### src/hdl/clock_ctrl_pkg.sv
// constants and types shared by the clock control block
//
// Operation
// (RULE1) decode two straps into bus/core ratio
// (RULE2) low stop request asks core clock halt
// (RULE3) halt at next boundary, interrupts first
// (RULE4) run stop-grant acknowledge cycle after halting
// (RULE5) keep serving snoops while clock stopped
// (RULE6) latch straps at reset release, hold
`default_nettype none
package clock_ctrl_pkg;

    // ------------------------------------------------------------
    // ratio encodings: numerator over denominator of bus/core
    // ------------------------------------------------------------
    localparam logic [1:0] STRAP_ONE_THIRD   = 2'h1;
    localparam logic [1:0] STRAP_TWO_FIFTHS  = 2'h0;
    localparam logic [1:0] STRAP_ONE_HALF    = 2'h2;
    localparam logic [1:0] STRAP_TWO_THIRDS  = 2'h3;

    localparam logic [2:0] RATIO_NUM_ONE     = 3'h1;
    localparam logic [2:0] RATIO_NUM_TWO     = 3'h2;
    localparam logic [2:0] RATIO_DEN_TWO     = 3'h2;
    localparam logic [2:0] RATIO_DEN_THREE   = 3'h3;
    localparam logic [2:0] RATIO_DEN_FIVE    = 3'h5;

    // reset value of the latched strap pair (1/2)
    localparam logic [1:0] STRAP_RESET       = 2'h2;

    // ------------------------------------------------------------
    // stop clock sequencer states
    // ------------------------------------------------------------
    typedef enum logic [2:0] {
        ST_RUN,
        ST_WAIT_BOUNDARY,
        ST_GRANT_CYCLE,
        ST_STOPPED,
        ST_SNOOP
    } stop_state_e;

endpackage : clock_ctrl_pkg
`default_nettype wire

### src/hdl/core_bus_ratio_and_stop_clock.sv
// bus/core ratio select and stop clock sequencer
`timescale 1ns/1ns
`default_nettype none
module core_bus_ratio_and_stop_clock
(
    // clock and synchronous reset
    input  wire logic       clk,
    input  wire logic       srst,
    // straps and stop request from the chipset
    input  wire logic       bus_ratio_strap_hi,
    input  wire logic       bus_ratio_strap_lo,
    input  wire logic       stop_clock_request_n,
    // core handshake
    input  wire logic       instrBoundary,
    input  wire logic       intrPending,
    input  wire logic       grantCycleDone,
    // snoop requests
    input  wire logic       extSnoopReq,
    input  wire logic       ipSnoopReq,
    // selected ratio
    output logic [2:0]      ratioNum,
    output logic [2:0]      ratioDen,
    // stop clock outputs
    output logic            coreHalt,
    output logic            grantCycleReq,
    output logic            coreClkEnable,
    output logic            snoopServe
);

    // ------------------------------------------------------------
    // pin synchronisation
    // ------------------------------------------------------------
    logic stopReqLevel_n;   // qualified stop request, active low

    pin_sync u_stop_sync
    (
        .clk      (clk),
        .srst     (srst),
        .pinIn    (stop_clock_request_n),
        .levelOut (stopReqLevel_n)
    );

    // ------------------------------------------------------------
    // ratio decode
    // ------------------------------------------------------------
    function automatic logic [5:0] decode_ratio(input logic [1:0] s);
        logic [5:0] r;
        // fall back to 1/2, the same ratio that reset shows
        r = {clock_ctrl_pkg::RATIO_NUM_ONE, clock_ctrl_pkg::RATIO_DEN_TWO};
        unique case (s)
            clock_ctrl_pkg::STRAP_ONE_THIRD:
                r = {clock_ctrl_pkg::RATIO_NUM_ONE,
                     clock_ctrl_pkg::RATIO_DEN_THREE};
            clock_ctrl_pkg::STRAP_TWO_FIFTHS:
                r = {clock_ctrl_pkg::RATIO_NUM_TWO,
                     clock_ctrl_pkg::RATIO_DEN_FIVE};
            clock_ctrl_pkg::STRAP_ONE_HALF:
                r = {clock_ctrl_pkg::RATIO_NUM_ONE,
                     clock_ctrl_pkg::RATIO_DEN_TWO};
            clock_ctrl_pkg::STRAP_TWO_THIRDS:
                r = {clock_ctrl_pkg::RATIO_NUM_TWO,
                     clock_ctrl_pkg::RATIO_DEN_THREE};
        endcase
        return r;
    endfunction : decode_ratio

    // ------------------------------------------------------------
    // strap capture
    // ------------------------------------------------------------
    logic [1:0] strap_q;      // latched strap pair
    logic [1:0] strap_d;
    logic       inReset_q;    // high during reset, marks the release
    logic       inReset_d;
    logic [2:0] ratioNum_q;
    logic [2:0] ratioNum_d;
    logic [2:0] ratioDen_q;
    logic [2:0] ratioDen_d;

    // straps are synchronous to the bus clock, so no synchroniser;
    // they must only be steady across the release edge
    always_comb
    begin
        strap_d    = strap_q;
        inReset_d  = 1'b0;
        // (RULE6) capture at release
        if (inReset_q)
        begin
            strap_d = {bus_ratio_strap_hi, bus_ratio_strap_lo};
        end
        // (RULE1) strap to ratio
        {ratioNum_d, ratioDen_d} = decode_ratio(strap_d);
    end

    always_ff @(posedge clk)
    begin
        if (srst)
        begin
            strap_q    <= clock_ctrl_pkg::STRAP_RESET;
            inReset_q  <= 1'b1;
            ratioNum_q <= clock_ctrl_pkg::RATIO_NUM_ONE;
            ratioDen_q <= clock_ctrl_pkg::RATIO_DEN_TWO;
        end
        else
        begin
            strap_q    <= strap_d;
            inReset_q  <= inReset_d;
            ratioNum_q <= ratioNum_d;
            ratioDen_q <= ratioDen_d;
        end
    end

    // ------------------------------------------------------------
    // stop clock sequencer
    // ------------------------------------------------------------
    clock_ctrl_pkg::stop_state_e state_q;   // sequencer state
    clock_ctrl_pkg::stop_state_e state_d;
    logic halt_q;
    logic halt_d;
    logic grant_q;
    logic grant_d;
    logic clkEn_q;
    logic clkEn_d;
    logic snoop_q;
    logic snoop_d;
    logic stopReq;             // request seen, active high
    logic snoopAny;            // any snoop asking

    assign stopReq  = ~stopReqLevel_n;
    assign snoopAny = extSnoopReq | ipSnoopReq;

    always_comb
    begin
        state_d = state_q;
        halt_d  = halt_q;
        grant_d = 1'b0;
        clkEn_d = clkEn_q;
        snoop_d = 1'b0;
        unique case (state_q)
            clock_ctrl_pkg::ST_RUN:
            begin
                // (RULE2) low level is a request
                if (stopReq)
                begin
                    state_d = clock_ctrl_pkg::ST_WAIT_BOUNDARY;
                end
            end
            clock_ctrl_pkg::ST_WAIT_BOUNDARY:
            begin
                // (RULE3) boundary, interrupt first
                if (!stopReq)
                begin
                    state_d = clock_ctrl_pkg::ST_RUN;
                end
                else if (instrBoundary && !intrPending)
                begin
                    state_d = clock_ctrl_pkg::ST_GRANT_CYCLE;
                    halt_d  = 1'b1;
                    grant_d = 1'b1;
                end
            end
            clock_ctrl_pkg::ST_GRANT_CYCLE:
            begin
                // (RULE4) acknowledge cycle held until done
                grant_d = 1'b1;
                if (grantCycleDone)
                begin
                    grant_d = 1'b0;
                    clkEn_d = 1'b0;
                    state_d = clock_ctrl_pkg::ST_STOPPED;
                end
            end
            clock_ctrl_pkg::ST_STOPPED:
            begin
                // (RULE5) serve snoops, clock stays off
                if (!stopReq)
                begin
                    state_d = clock_ctrl_pkg::ST_RUN;
                    halt_d  = 1'b0;
                    clkEn_d = 1'b1;
                end
                else if (snoopAny)
                begin
                    snoop_d = 1'b1;
                    state_d = clock_ctrl_pkg::ST_SNOOP;
                end
            end
            clock_ctrl_pkg::ST_SNOOP:
            begin
                // (RULE5) snoop served without core clock
                snoop_d = snoopAny;
                if (!snoopAny)
                begin
                    state_d = clock_ctrl_pkg::ST_STOPPED;
                end
            end
            default:
            begin
                state_d = clock_ctrl_pkg::ST_RUN;
                halt_d  = 1'b0;
                clkEn_d = 1'b1;
            end
        endcase
    end

    always_ff @(posedge clk)
    begin
        if (srst)
        begin
            state_q <= clock_ctrl_pkg::ST_RUN;
            halt_q  <= 1'b0;
            grant_q <= 1'b0;
            clkEn_q <= 1'b1;
            snoop_q <= 1'b0;
        end
        else
        begin
            state_q <= state_d;
            halt_q  <= halt_d;
            grant_q <= grant_d;
            clkEn_q <= clkEn_d;
            snoop_q <= snoop_d;
        end
    end

    // ------------------------------------------------------------
    // outputs, all straight from flops
    // ------------------------------------------------------------
    assign ratioNum      = ratioNum_q;
    assign ratioDen      = ratioDen_q;
    assign coreHalt      = halt_q;
    assign grantCycleReq = grant_q;
    assign coreClkEnable = clkEn_q;
    assign snoopServe    = snoop_q;

endmodule : core_bus_ratio_and_stop_clock
`default_nettype wire

### src/hdl/pin_sync.sv
// three-flop synchroniser with agreement qualification
`timescale 1ns/1ns
`default_nettype none
module pin_sync
(
    // clock and reset
    input  wire logic clk,
    input  wire logic srst,
    // asynchronous pin and its qualified level
    input  wire logic pinIn,
    output logic      levelOut
);

    // ------------------------------------------------------------
    // shift chain
    // ------------------------------------------------------------
    logic       meta_q;      // first stage, read only by stage two
    logic       stage2_q;    // second stage
    logic       stage3_q;    // third stage
    logic       level_q;     // qualified level
    logic       level_d;

    // change counts once stages two and three agree
    always_comb
    begin
        level_d = level_q;
        if (stage2_q == stage3_q)
        begin
            level_d = stage2_q;
        end
    end

    // reset to one: pins here idle high (pulled up)
    always_ff @(posedge clk)
    begin
        if (srst)
        begin
            meta_q   <= 1'b1;
            stage2_q <= 1'b1;
            stage3_q <= 1'b1;
            level_q  <= 1'b1;
        end
        else
        begin
            meta_q   <= pinIn;
            stage2_q <= meta_q;
            stage3_q <= stage2_q;
            level_q  <= level_d;
        end
    end

    assign levelOut = level_q;

endmodule : pin_sync
`default_nettype wire
### config.mk
export PLATFORM = sky130hd
export DESIGN_NAME = core_bus_ratio_and_stop_clock
export DESIGN_NICKNAME = d
export VERILOG_FILES = /design/src/hdl/clock_ctrl_pkg.sv /design/src/hdl/core_bus_ratio_and_stop_clock.sv /design/src/hdl/pin_sync.sv
export SDC_FILE = /design/constraint.sdc
export NUM_CORES = 1
export LEC_CHECK = 0
export BUFFER_PORTS_ARGS = -buffer_cell sky130_fd_sc_hd__buf_2
export CAP_MARGIN = 20
export CORE_MARGIN = 2
export CORE_UTILIZATION = 30
export DETAILED_ROUTE_END_ITERATION = 6
export PLACE_DENSITY = 0.59
export SETUP_SLACK_MARGIN = 0.3
export SYNTH_ARGS = -nofsm -noshare
export SYNTH_HDL_FRONTEND = slang
export SYNTH_SLANG_ARGS = --single-unit
### constraint.sdc
create_clock -name clk -period 1.4 [get_ports clk]
set_input_delay 0.28 -clock clk [delete_from_list [all_inputs] [get_ports clk]]
set_output_delay 0.28 -clock clk [all_outputs]
set_load 0.005 [all_outputs]
# After elaboration in Yosys (flattened, before gate mapping)
# Cells that the tools add are included.
# Widths: inputs -> output; s select.
[op_classes] bitwise=3 n_reduce_logical=9 mux=25 n_eq_ne=16
[op_table] op="$pmux 6 s4" n=1
[op_table] op="$mux 3" n=7
[op_table] op="$pmux 3 s5" n=1
[op_table] op="$mux 1" n=11
[op_table] op="$ne 2x2->1 const B" n=5
[op_table] op="$eq 3x2->1 const B" n=2
[op_table] op="$ne 3x2->1 const B" n=2
[op_table] op="$pmux 1 s3" n=2
[op_table] op="$reduce_or 3->1" n=2
[op_table] op="$reduce_and 5->1" n=1
[op_table] op="$eq 2x2->1 const B" n=2
[op_table] op="$pmux 1 s2" n=2
[op_table] op="$reduce_and 4->1" n=1
[op_table] op="$eq 3x1->1 const B" n=1
[op_table] op="$eq 3x3->1 const B" n=1
[op_table] op="$logic_not 3->1" n=1
[op_table] op="$reduce_and 3->1" n=1
[op_table] op="$eq 2x1->1 const B" n=1
[op_table] op="$logic_not 2->1" n=1
[op_table] op="$mux 2" n=1
[op_table] op="$ne 2x1->1 const B" n=1
[op_table] op="$not 1->1" n=2
[op_table] op="$eq 1x1->1" n=1
[op_table] op="$logic_and 1x1->1" n=1
[op_table] op="other kinds (2)" n=2
[word_totals] ff_bits=20 output_inout_bits=10

# Depth between registers and ports, before layout
# Gate-level depths: netlist of the first run.
[logic_depth] ltp_word=5 depth_mapped=5 mapped_depth_nobuf=4

# By module
# Synthesis of the first run repeated with hierarchy kept, for this count alone.
[unflattened] hier_cells=74 area_unflattened_um2=759.5
[by_module_without_submodules] module="core_bus_ratio_and_stop_clock" cells_each=64 area_per_inst_um2=639.4 seq_area_each_um2=300.3 instances=1
[by_module_without_submodules] module="pin_sync" cells_each=10 area_per_inst_um2=120.1 seq_area_each_um2=80.1 instances=1

# Worst setup path before layout of the first run
# No wires, ideal clock.
[synth_path] path_kind="register to register" from="reg state_q[2]" to="reg state_q[0]" stages_incl_launch_ff=6 setup_time_ps=131 path_slack_ps=105 arrival_ps=1164 path_cell_list="dfxtp_1 -> buf_6 -> or3b_4 -> mux2i_4 -> a2111o_1 -> a21oi_1"
[synth_via] elab_chain_len=3 word_cells_on_any_way=12 cone_classes="eq/ne: 9; mux: 1; reduce/logical: 2"
[synth_rtl] element="start: declaration" line="core_bus_ratio_and_stop_clock.sv:115" source="clock_ctrl_pkg::stop_state_e state_q;"
[synth_rtl] element="start signal: assignment" line="core_bus_ratio_and_stop_clock.sv:209" source="state_q <= clock_ctrl_pkg::ST_RUN;"
[synth_rtl] element="start signal: assignment" line="core_bus_ratio_and_stop_clock.sv:217" source="state_q <= state_d;"
[synth_rtl] element="$eq 3x1->1 (tied with other cells)" line="core_bus_ratio_and_stop_clock.sv:138" source="unique case (state_q)"
[synth_rtl] element="$ne 3x2->1 (no line) / $ne 2x2->1 (equally long branches)"
[synth_rtl] element="$reduce_and 5->1 (no line)"
# Parallel ways exist; a longest one is shown, timed or not.
# A chain may end at the register's enable or synchronous reset.

# Worst setup path in the final report of the first run
[layout_path] from="reg state_q[2]" to="reg state_q[1]"
# Same word-level chain as after synthesis.

==> qor.yml, run 1 <==
run_status:
  status: "finished clean"
clock_tree:
  cts-root-buf: "clkbuf_4"
  clk_pin_slew_ns: 0.11
  cts.sinks: 19
  clk_latency_ns: 0.29
  cts_tree: "done"
  cts_max_level: 1
  clockBufferDepth: 2
  numCtsBuffers: 3
  cts_hold_buf: 0
synth:
  synth_nets: 90
  synth_top_area_share_pct: 47.1
  yosysSeqAreaShare_pct: 47.1
  synth_compound_area_share_pct: 16.1
  synth_top_area_cell: "dfxtp_1"
  yosysWarningCount: 0
  async_flop_share_pct: 0
  synthTopCellsByArea: "dfxtp_1, ha_1, nand2b_1"
  ys_ff_latch: 19
  ys.flop_type: "dfxtp_1"
  muxShareOfSynthArea_pct: 6.50
  synth_cell_types: 32
  netlist_area_um2: 808
  synth_top_family_by_area: "simple AND/OR/NAND/NOR gates"
  synth_fa_ha_area_share_pct: 4.64
  synth_xor_area_share_pct: 0
  synth-simple-area-share_pct: 19.7
  synthCells: 77
  synth-edff-count: 0
  avgSynthCellArea_um2: 10.5
sta:
  rsz0062_at_grt: "true"
  clock_skew_ns: 0.00852
  fin_crit_sh_pct: 93.2
  tns_ns: 0
  slew_violations: 0
  clock.fmax_mhz: 766
  fin_crit_ns: 1.31
  finalHoldViolations: 0
  setup_violations: 0
route:
  via_count: 605
  routed_wl_mm: 1.35
  ant_nets: 0
  drt_iter0_drc: 0
  wl_per_cell_um: 10.1
  via_per_inst: 4.51
  first_pass_iters: 1
  drc: 0
grt:
  globalRouteOverflowTotal: 0
  grt_usage_pct: 9.09
  grt_pass1_wl_mm: 2.27
  grt_pass1_vias: 559
  antenna_found_initial: 0
  grt_max_degree: 18
critical_path:
  cp_top_family: "simple AND/OR/NAND/NOR gates"
  cp_data_required_time_ns: 1.63
  cp.arrival_ns: 1.54
  cp_max_fo: 7
  path_class: "flop to flop"
  critPathMaxStageDelay_ns: 0.42
  slowest_stage: "or3b_4"
  crit_buf_inv: 0
  startpoint_type: "flop"
  endpoint_kind: "flop"
  path_cells: "or3b_4 -> mux2i_4 -> o21ai_0 -> a21oi_1"
floorplan:
  core_um2: 2520
  ios: 20
  initial_utilization_pct: 32.0
  die_x_um: 55.9
  dieArea_um2: 3130
  num_rows: 18
  die_y_um: 55.9
finish:
  area_delta_synth_final_pct: 34.1
  drive_above_1_share_pct: 49.0
  fin_nets: 118
  antenna-diode-count: 0
  fin_cells: 134
  fillers: 255
placement:
  globalplace.congestion: 0.763
  hpwl_um: 896
  port_buffers: 18
  dp.cells: 126
pwr:
  power_density_nw_per_um2: 905
  p_total_uw: 981
  max-vdd-ir-drop_mv: 0.681
  p_leak_nw: 0.440
job:
  cap_violations: 0
worst_hold_path:
  hold_class: "input pin to flop"
registers in the layout, summed over array words and instances (netlist names), 2 cells and up:
register / flops
state_q: 3
ratioDen: 3
strap_q: 2
ratioNum: 2
cell usage in the layout (no fill, tap or decap), drive strengths merged, types with 3 or more instances in the layout:
| cell | netlist | routed |
|---|---|---|
| a21oi | 5 | 5 |
| buf | 4 | 28 |
| clkbuf | 1 | 3 |
| dfxtp | 19 | 19 |
| ha | 3 | 3 |
| mux2i | 4 | 4 |
| nand2b | 5 | 5 |
| nor2 | 8 | 8 |
| o21ai | 4 | 4 |
| or2 | 3 | 3 |
area by class of cell:
class	count	area (um2)	area share [%]
Multi-Input combinational cell	51	434	40.1
Sequential cell	19	397	36.6
Timing Repair Buffer	28	180	16.6
Tap cell	30	37.5	3.46
Clock buffer	3	22.5	2.08
Inverter	2	7.51	0.693
Clock inverter	1	5.00	0.462
worst register-to-register path, cell delays in order, from the launching register on:
cell and delay, ns:
dfxtp_4 0.41, or3b_4 0.42, mux2i_4 0.19, o21ai_0 0.10, a21oi_1 0.13
power breakdown:
part	total [mW]	switching (mW)	internal (mW)
clock network	0.273	0.167	0.106
registers	0.576	0.0152	0.561
logic	0.132	0.0570	0.0752
total	0.981	0.239	0.742
worst paths after layout:
kind	start	endpoint	slack, ns	cells after the start
min	stop_clock_request_n	u_stop_sync.meta_q$_SDFF_PP1_	0.17	2
min reg2reg	u_stop_sync.meta_q$_SDFF_PP1_	u_stop_sync.stage2_q$_SDFF_PP1_	0.42	1
max reg2reg	state_q[2]$_SDFFE_PP0P_	state_q[1]$_SDFFE_PP0P_	0.09	4
max	state_q[2]$_SDFFE_PP0P_	state_q[1]$_SDFFE_PP0P_	0.09	4
layer usage:
metal,GRT usage (%),vias up,share of wire (%)
met4,5.10,0,0.74
met5,0,-,0
met1,10.6,272,45
met2,14.5,7,51
met3,3.26,2,3.8
li1,-,324,-
cells in the mapped netlist, drive strengths merged (2+ instances only):
cell type / count
mux2i: 4
a211o: 2
a21oi: 5
or2: 3
nor2: 8
o21ai: 4
buf: 4
a211oi: 2
nand2b: 5
inv: 2
dfxtp: 19
ha: 3
logic make-up (layout without fill, tap and decap cells):
logic type	count (synthesis)	count (layout)
muxes	4	4
adders and majority gates	3	3
other	1	1
AOI/OAI and AO/OA	19	19
DFF	19	19
and+or+nand+nor	24	24
buffers and inverters	7	34
through the flow:
step           util (%)  hold slack, ns  cell area (um2)  worst slack [ns]
5_1_grt            43.0           0.146             1080           0.00290
6_report           43.0           0.166             1080            0.0950
4_1_cts            40.6           0.152             1020             0.108
2_1_floorplan         -           0.308              818             0.124
3_3_place_gp       37.8           0.393              953            0.0485
3_5_place_dp       37.8           0.399              953            0.0492
what timing repair did:
action,4_1_cts,5_1_grt
pin swaps,1,3
setup buffers,2,2
endpoints found under the hold margin,0,0
setup endpoints to repair,8,11
gates resized for setup,9,11
(Power assumes the default switching activity.)
==> run 2, diff against run 1 <==
PLACE_DENSITY = unset   (was 0.59)
PLACE_DENSITY_LB_ADDON = 0.05   (was unset)
==> qor.yml, run 2 (same netlist as run 1, synthesis figures left out) <==
clock_tree:
  cts.sinks: 19  # unchanged
  cts-root-buf: "clkbuf_4"  # unchanged
  numCtsBuffers: 3  # unchanged
  cts_tree: "done"  # unchanged
  clk_pin_slew_ns: 0.11  # about the same
  clk_latency_ns: 0.29  # about the same
  clockBufferDepth: 2  # unchanged
  cts_max_level: 1  # unchanged
  cts_hold_buf: 0  # unchanged
finish:
  antenna-diode-count: 0  # unchanged
  layout_commonest_cell: "buf_2"  # unchanged
  drive_above_1_share_pct: 53.6  # was 49.0%
  fillers: 257  # was 255
  fin_nets: 124  # was 118
  area_delta_synth_final_pct: 40.6  # was 34.1%
  fin_cells: 140  # was 134
  most-common-layout-cells: "buf_2, dfxtp_1, buf_4"  # was buf_2, dfxtp_1, nor2_1, buf_4
grt:
  grt_usage_pct: 10.9  # was 9.09%
  grt_pass1_vias: 641  # was 559
  antenna_found_initial: 0  # unchanged
  grt_max_degree: 18  # unchanged
  globalRouteOverflowTotal: 0  # unchanged
  grt_pass1_wl_mm: 2.64  # was 2.27 mm
sta:
  clock_skew_ns: 0.00537  # was 0.00852 ns
  holdWs_ns: 0.166  # about the same
  slew_violations: 0  # unchanged
  finalHoldViolations: 0  # unchanged
  fin_crit_sh_pct: 94.3  # was 93.2%
  fin_ws_ns: 0.0802  # was 0.0950 ns
  clock.fmax_mhz: 758  # was 766 MHz
  fin_crit_ns: 1.32  # was 1.31 ns
  rsz0062_at_grt: "true"  # unchanged
  setup_violations: 0  # unchanged
pwr:
  intPower_uw: 751  # was 742 uW
  p_clk_share_pct: 27.4  # was 27.8%
  power_switching_share_pct: 24.2  # was 24.4%
  power_density_nw_per_um2: 873  # was 905 nW/um2
  power_frac_comb_pct: 14.8  # was 13.5%
  max-vdd-ir-drop_mv: 0.677  # was 0.681 mV
  p_total_uw: 991  # was 981 uW
  p_leak_nw: 0.475  # was 0.440 nW
  power_frac_seq_pct: 57.8  # was 58.7%
  p_switching_uw: 240  # was 239 uW
route:
  drc: 0  # unchanged
  drt_iter0_drc: 3  # was 0
  first_pass_iters: 3  # was 1
  via_count: 655  # was 605
  wl_per_cell_um: 10.9  # was 10.1 um
  ant_nets: 0  # unchanged
  via_per_inst: 4.68  # was 4.51
  routed_wl_mm: 1.53  # was 1.35 mm
job:
  cap_violations: 0  # unchanged
critical_path:
  r2r-start: "state_q[0]$_SDFFE_PP0P_"  # was state_q[2]$_SDFFE_PP0P_
  cp_data_required_time_ns: 1.63  # about the same
  startpoint_type: "flop"  # unchanged
  path_class: "flop to flop"  # unchanged
  worstReg2RegEnd: "state_q[0]$_SDFFE_PP0P_"  # was state_q[1]$_SDFFE_PP0P_
  r2r_slack_ns: 0.08  # was 0.09 ns
  reg2regPathDepth: 5  # was 4
  cp_max_fo: 5  # was 7
  endpoint_kind: "flop"  # unchanged
  cp.arrival_ns: 1.55  # was 1.54 ns
run_status:
  status: "finished clean"  # unchanged
floorplan:
  ios: 20  # unchanged
  die_x_um: 55.9  # unchanged
  dieArea_um2: 3130  # unchanged
  num_rows: 18  # unchanged
  core_um2: 2520  # unchanged
  die_y_um: 55.9  # unchanged
  initial_utilization_pct: 32.0  # unchanged
worst_hold_path:
  hold_class: "input pin to flop"  # unchanged
  hold_start: "stop_clock_request_n"  # unchanged
  hold_end: "u_stop_sync.meta_q$_SDFF_PP1_"  # unchanged
  holdPathStages: 2  # unchanged
placement:
  globalplace.congestion: 0.679  # was 0.763
  hpwl_mm: 1.01  # was 896 um
  dp_slack_ns: 0.0518  # was 0.0492 ns
  dp.cells: 126  # unchanged
  port_buffers: 18  # unchanged
[run 2: power by group through the flow]
stage	clock network (mW)	registers, mW	logic [mW]
6_report	0.272	0.573	0.146
5_1_grt	0.322	0.577	0.163
4_1_cts	0.298	0.576	0.115
3_5_place_dp	0	0.591	0.109
3_3_place_gp	0	0.591	0.110
2_1_floorplan	0	0.589	0.0676
[run 2: critical path, stage by stage (launching register included)]
cell and delay (ns):
dfxtp_4 0.37, nor4b_4 0.13, buf_4 0.14, o2bb2ai_4 0.14, a2111o_1 0.33, a21oi_1 0.13
[run 2: layout make-up]
class / count / area, um2 / area share, %
Clock buffer: 4 / 26.3 / 2.31
Timing Repair Buffer: 34 / 218 / 19.2
Tap cell: 30 / 37.5 / 3.30
Inverter: 2 / 7.51 / 0.661
Multi-Input combinational cell: 51 / 453 / 39.9
Sequential cell: 19 / 394 / 34.7
[run 2: worst max path at each step]
stage               cells after the start                      end                     from
detailed placement                      4  state_q[1]$_SDFFE_PP0P_  state_q[0]$_SDFFE_PP0P_
finish                                  5  state_q[0]$_SDFFE_PP0P_  state_q[0]$_SDFFE_PP0P_
global placement                        4  state_q[1]$_SDFFE_PP0P_  state_q[0]$_SDFFE_PP0P_
global route                            4  state_q[1]$_SDFFE_PP0P_  state_q[2]$_SDFFE_PP0P_
CTS                                     4  state_q[1]$_SDFFE_PP0P_  state_q[2]$_SDFFE_PP0P_
floorplan                               5  state_q[1]$_SDFFE_PP0P_  state_q[2]$_SDFFE_PP0P_
[run 2: layer usage]
| layer | part of all wire [%] | GRT usage (%) | vias up | routed length (um) |
|---|---|---|---|---|
| li1 | - | - | 335 | - |
| met1 | 44 | 12.0 | 310 | 675 |
| met2 | 52 | 18.9 | 8 | 787 |
| met3 | 3.1 | 4.19 | 2 | 48 |
| met4 | 0.98 | 4.08 | 0 | 15 |
| met5 | 0 | 0 | - | 0 |
[run 2: through the flow]
step	utilization, %	cell area (um2)	TNS, ns
final	45.0	1140	0
after global routing	45.0	1140	0
after CTS	41.4	1040	0
after detailed placement	37.8	953	0
after global placement	37.8	953	-0.0443
after floorplan	-	818	0
[run 2: what timing repair did]
item                       in CTS  in global routing
setup endpoints to repair       8                 11
pin swaps                       3                  8
buffers inserted                4                  6
gates resized for setup        13                  8
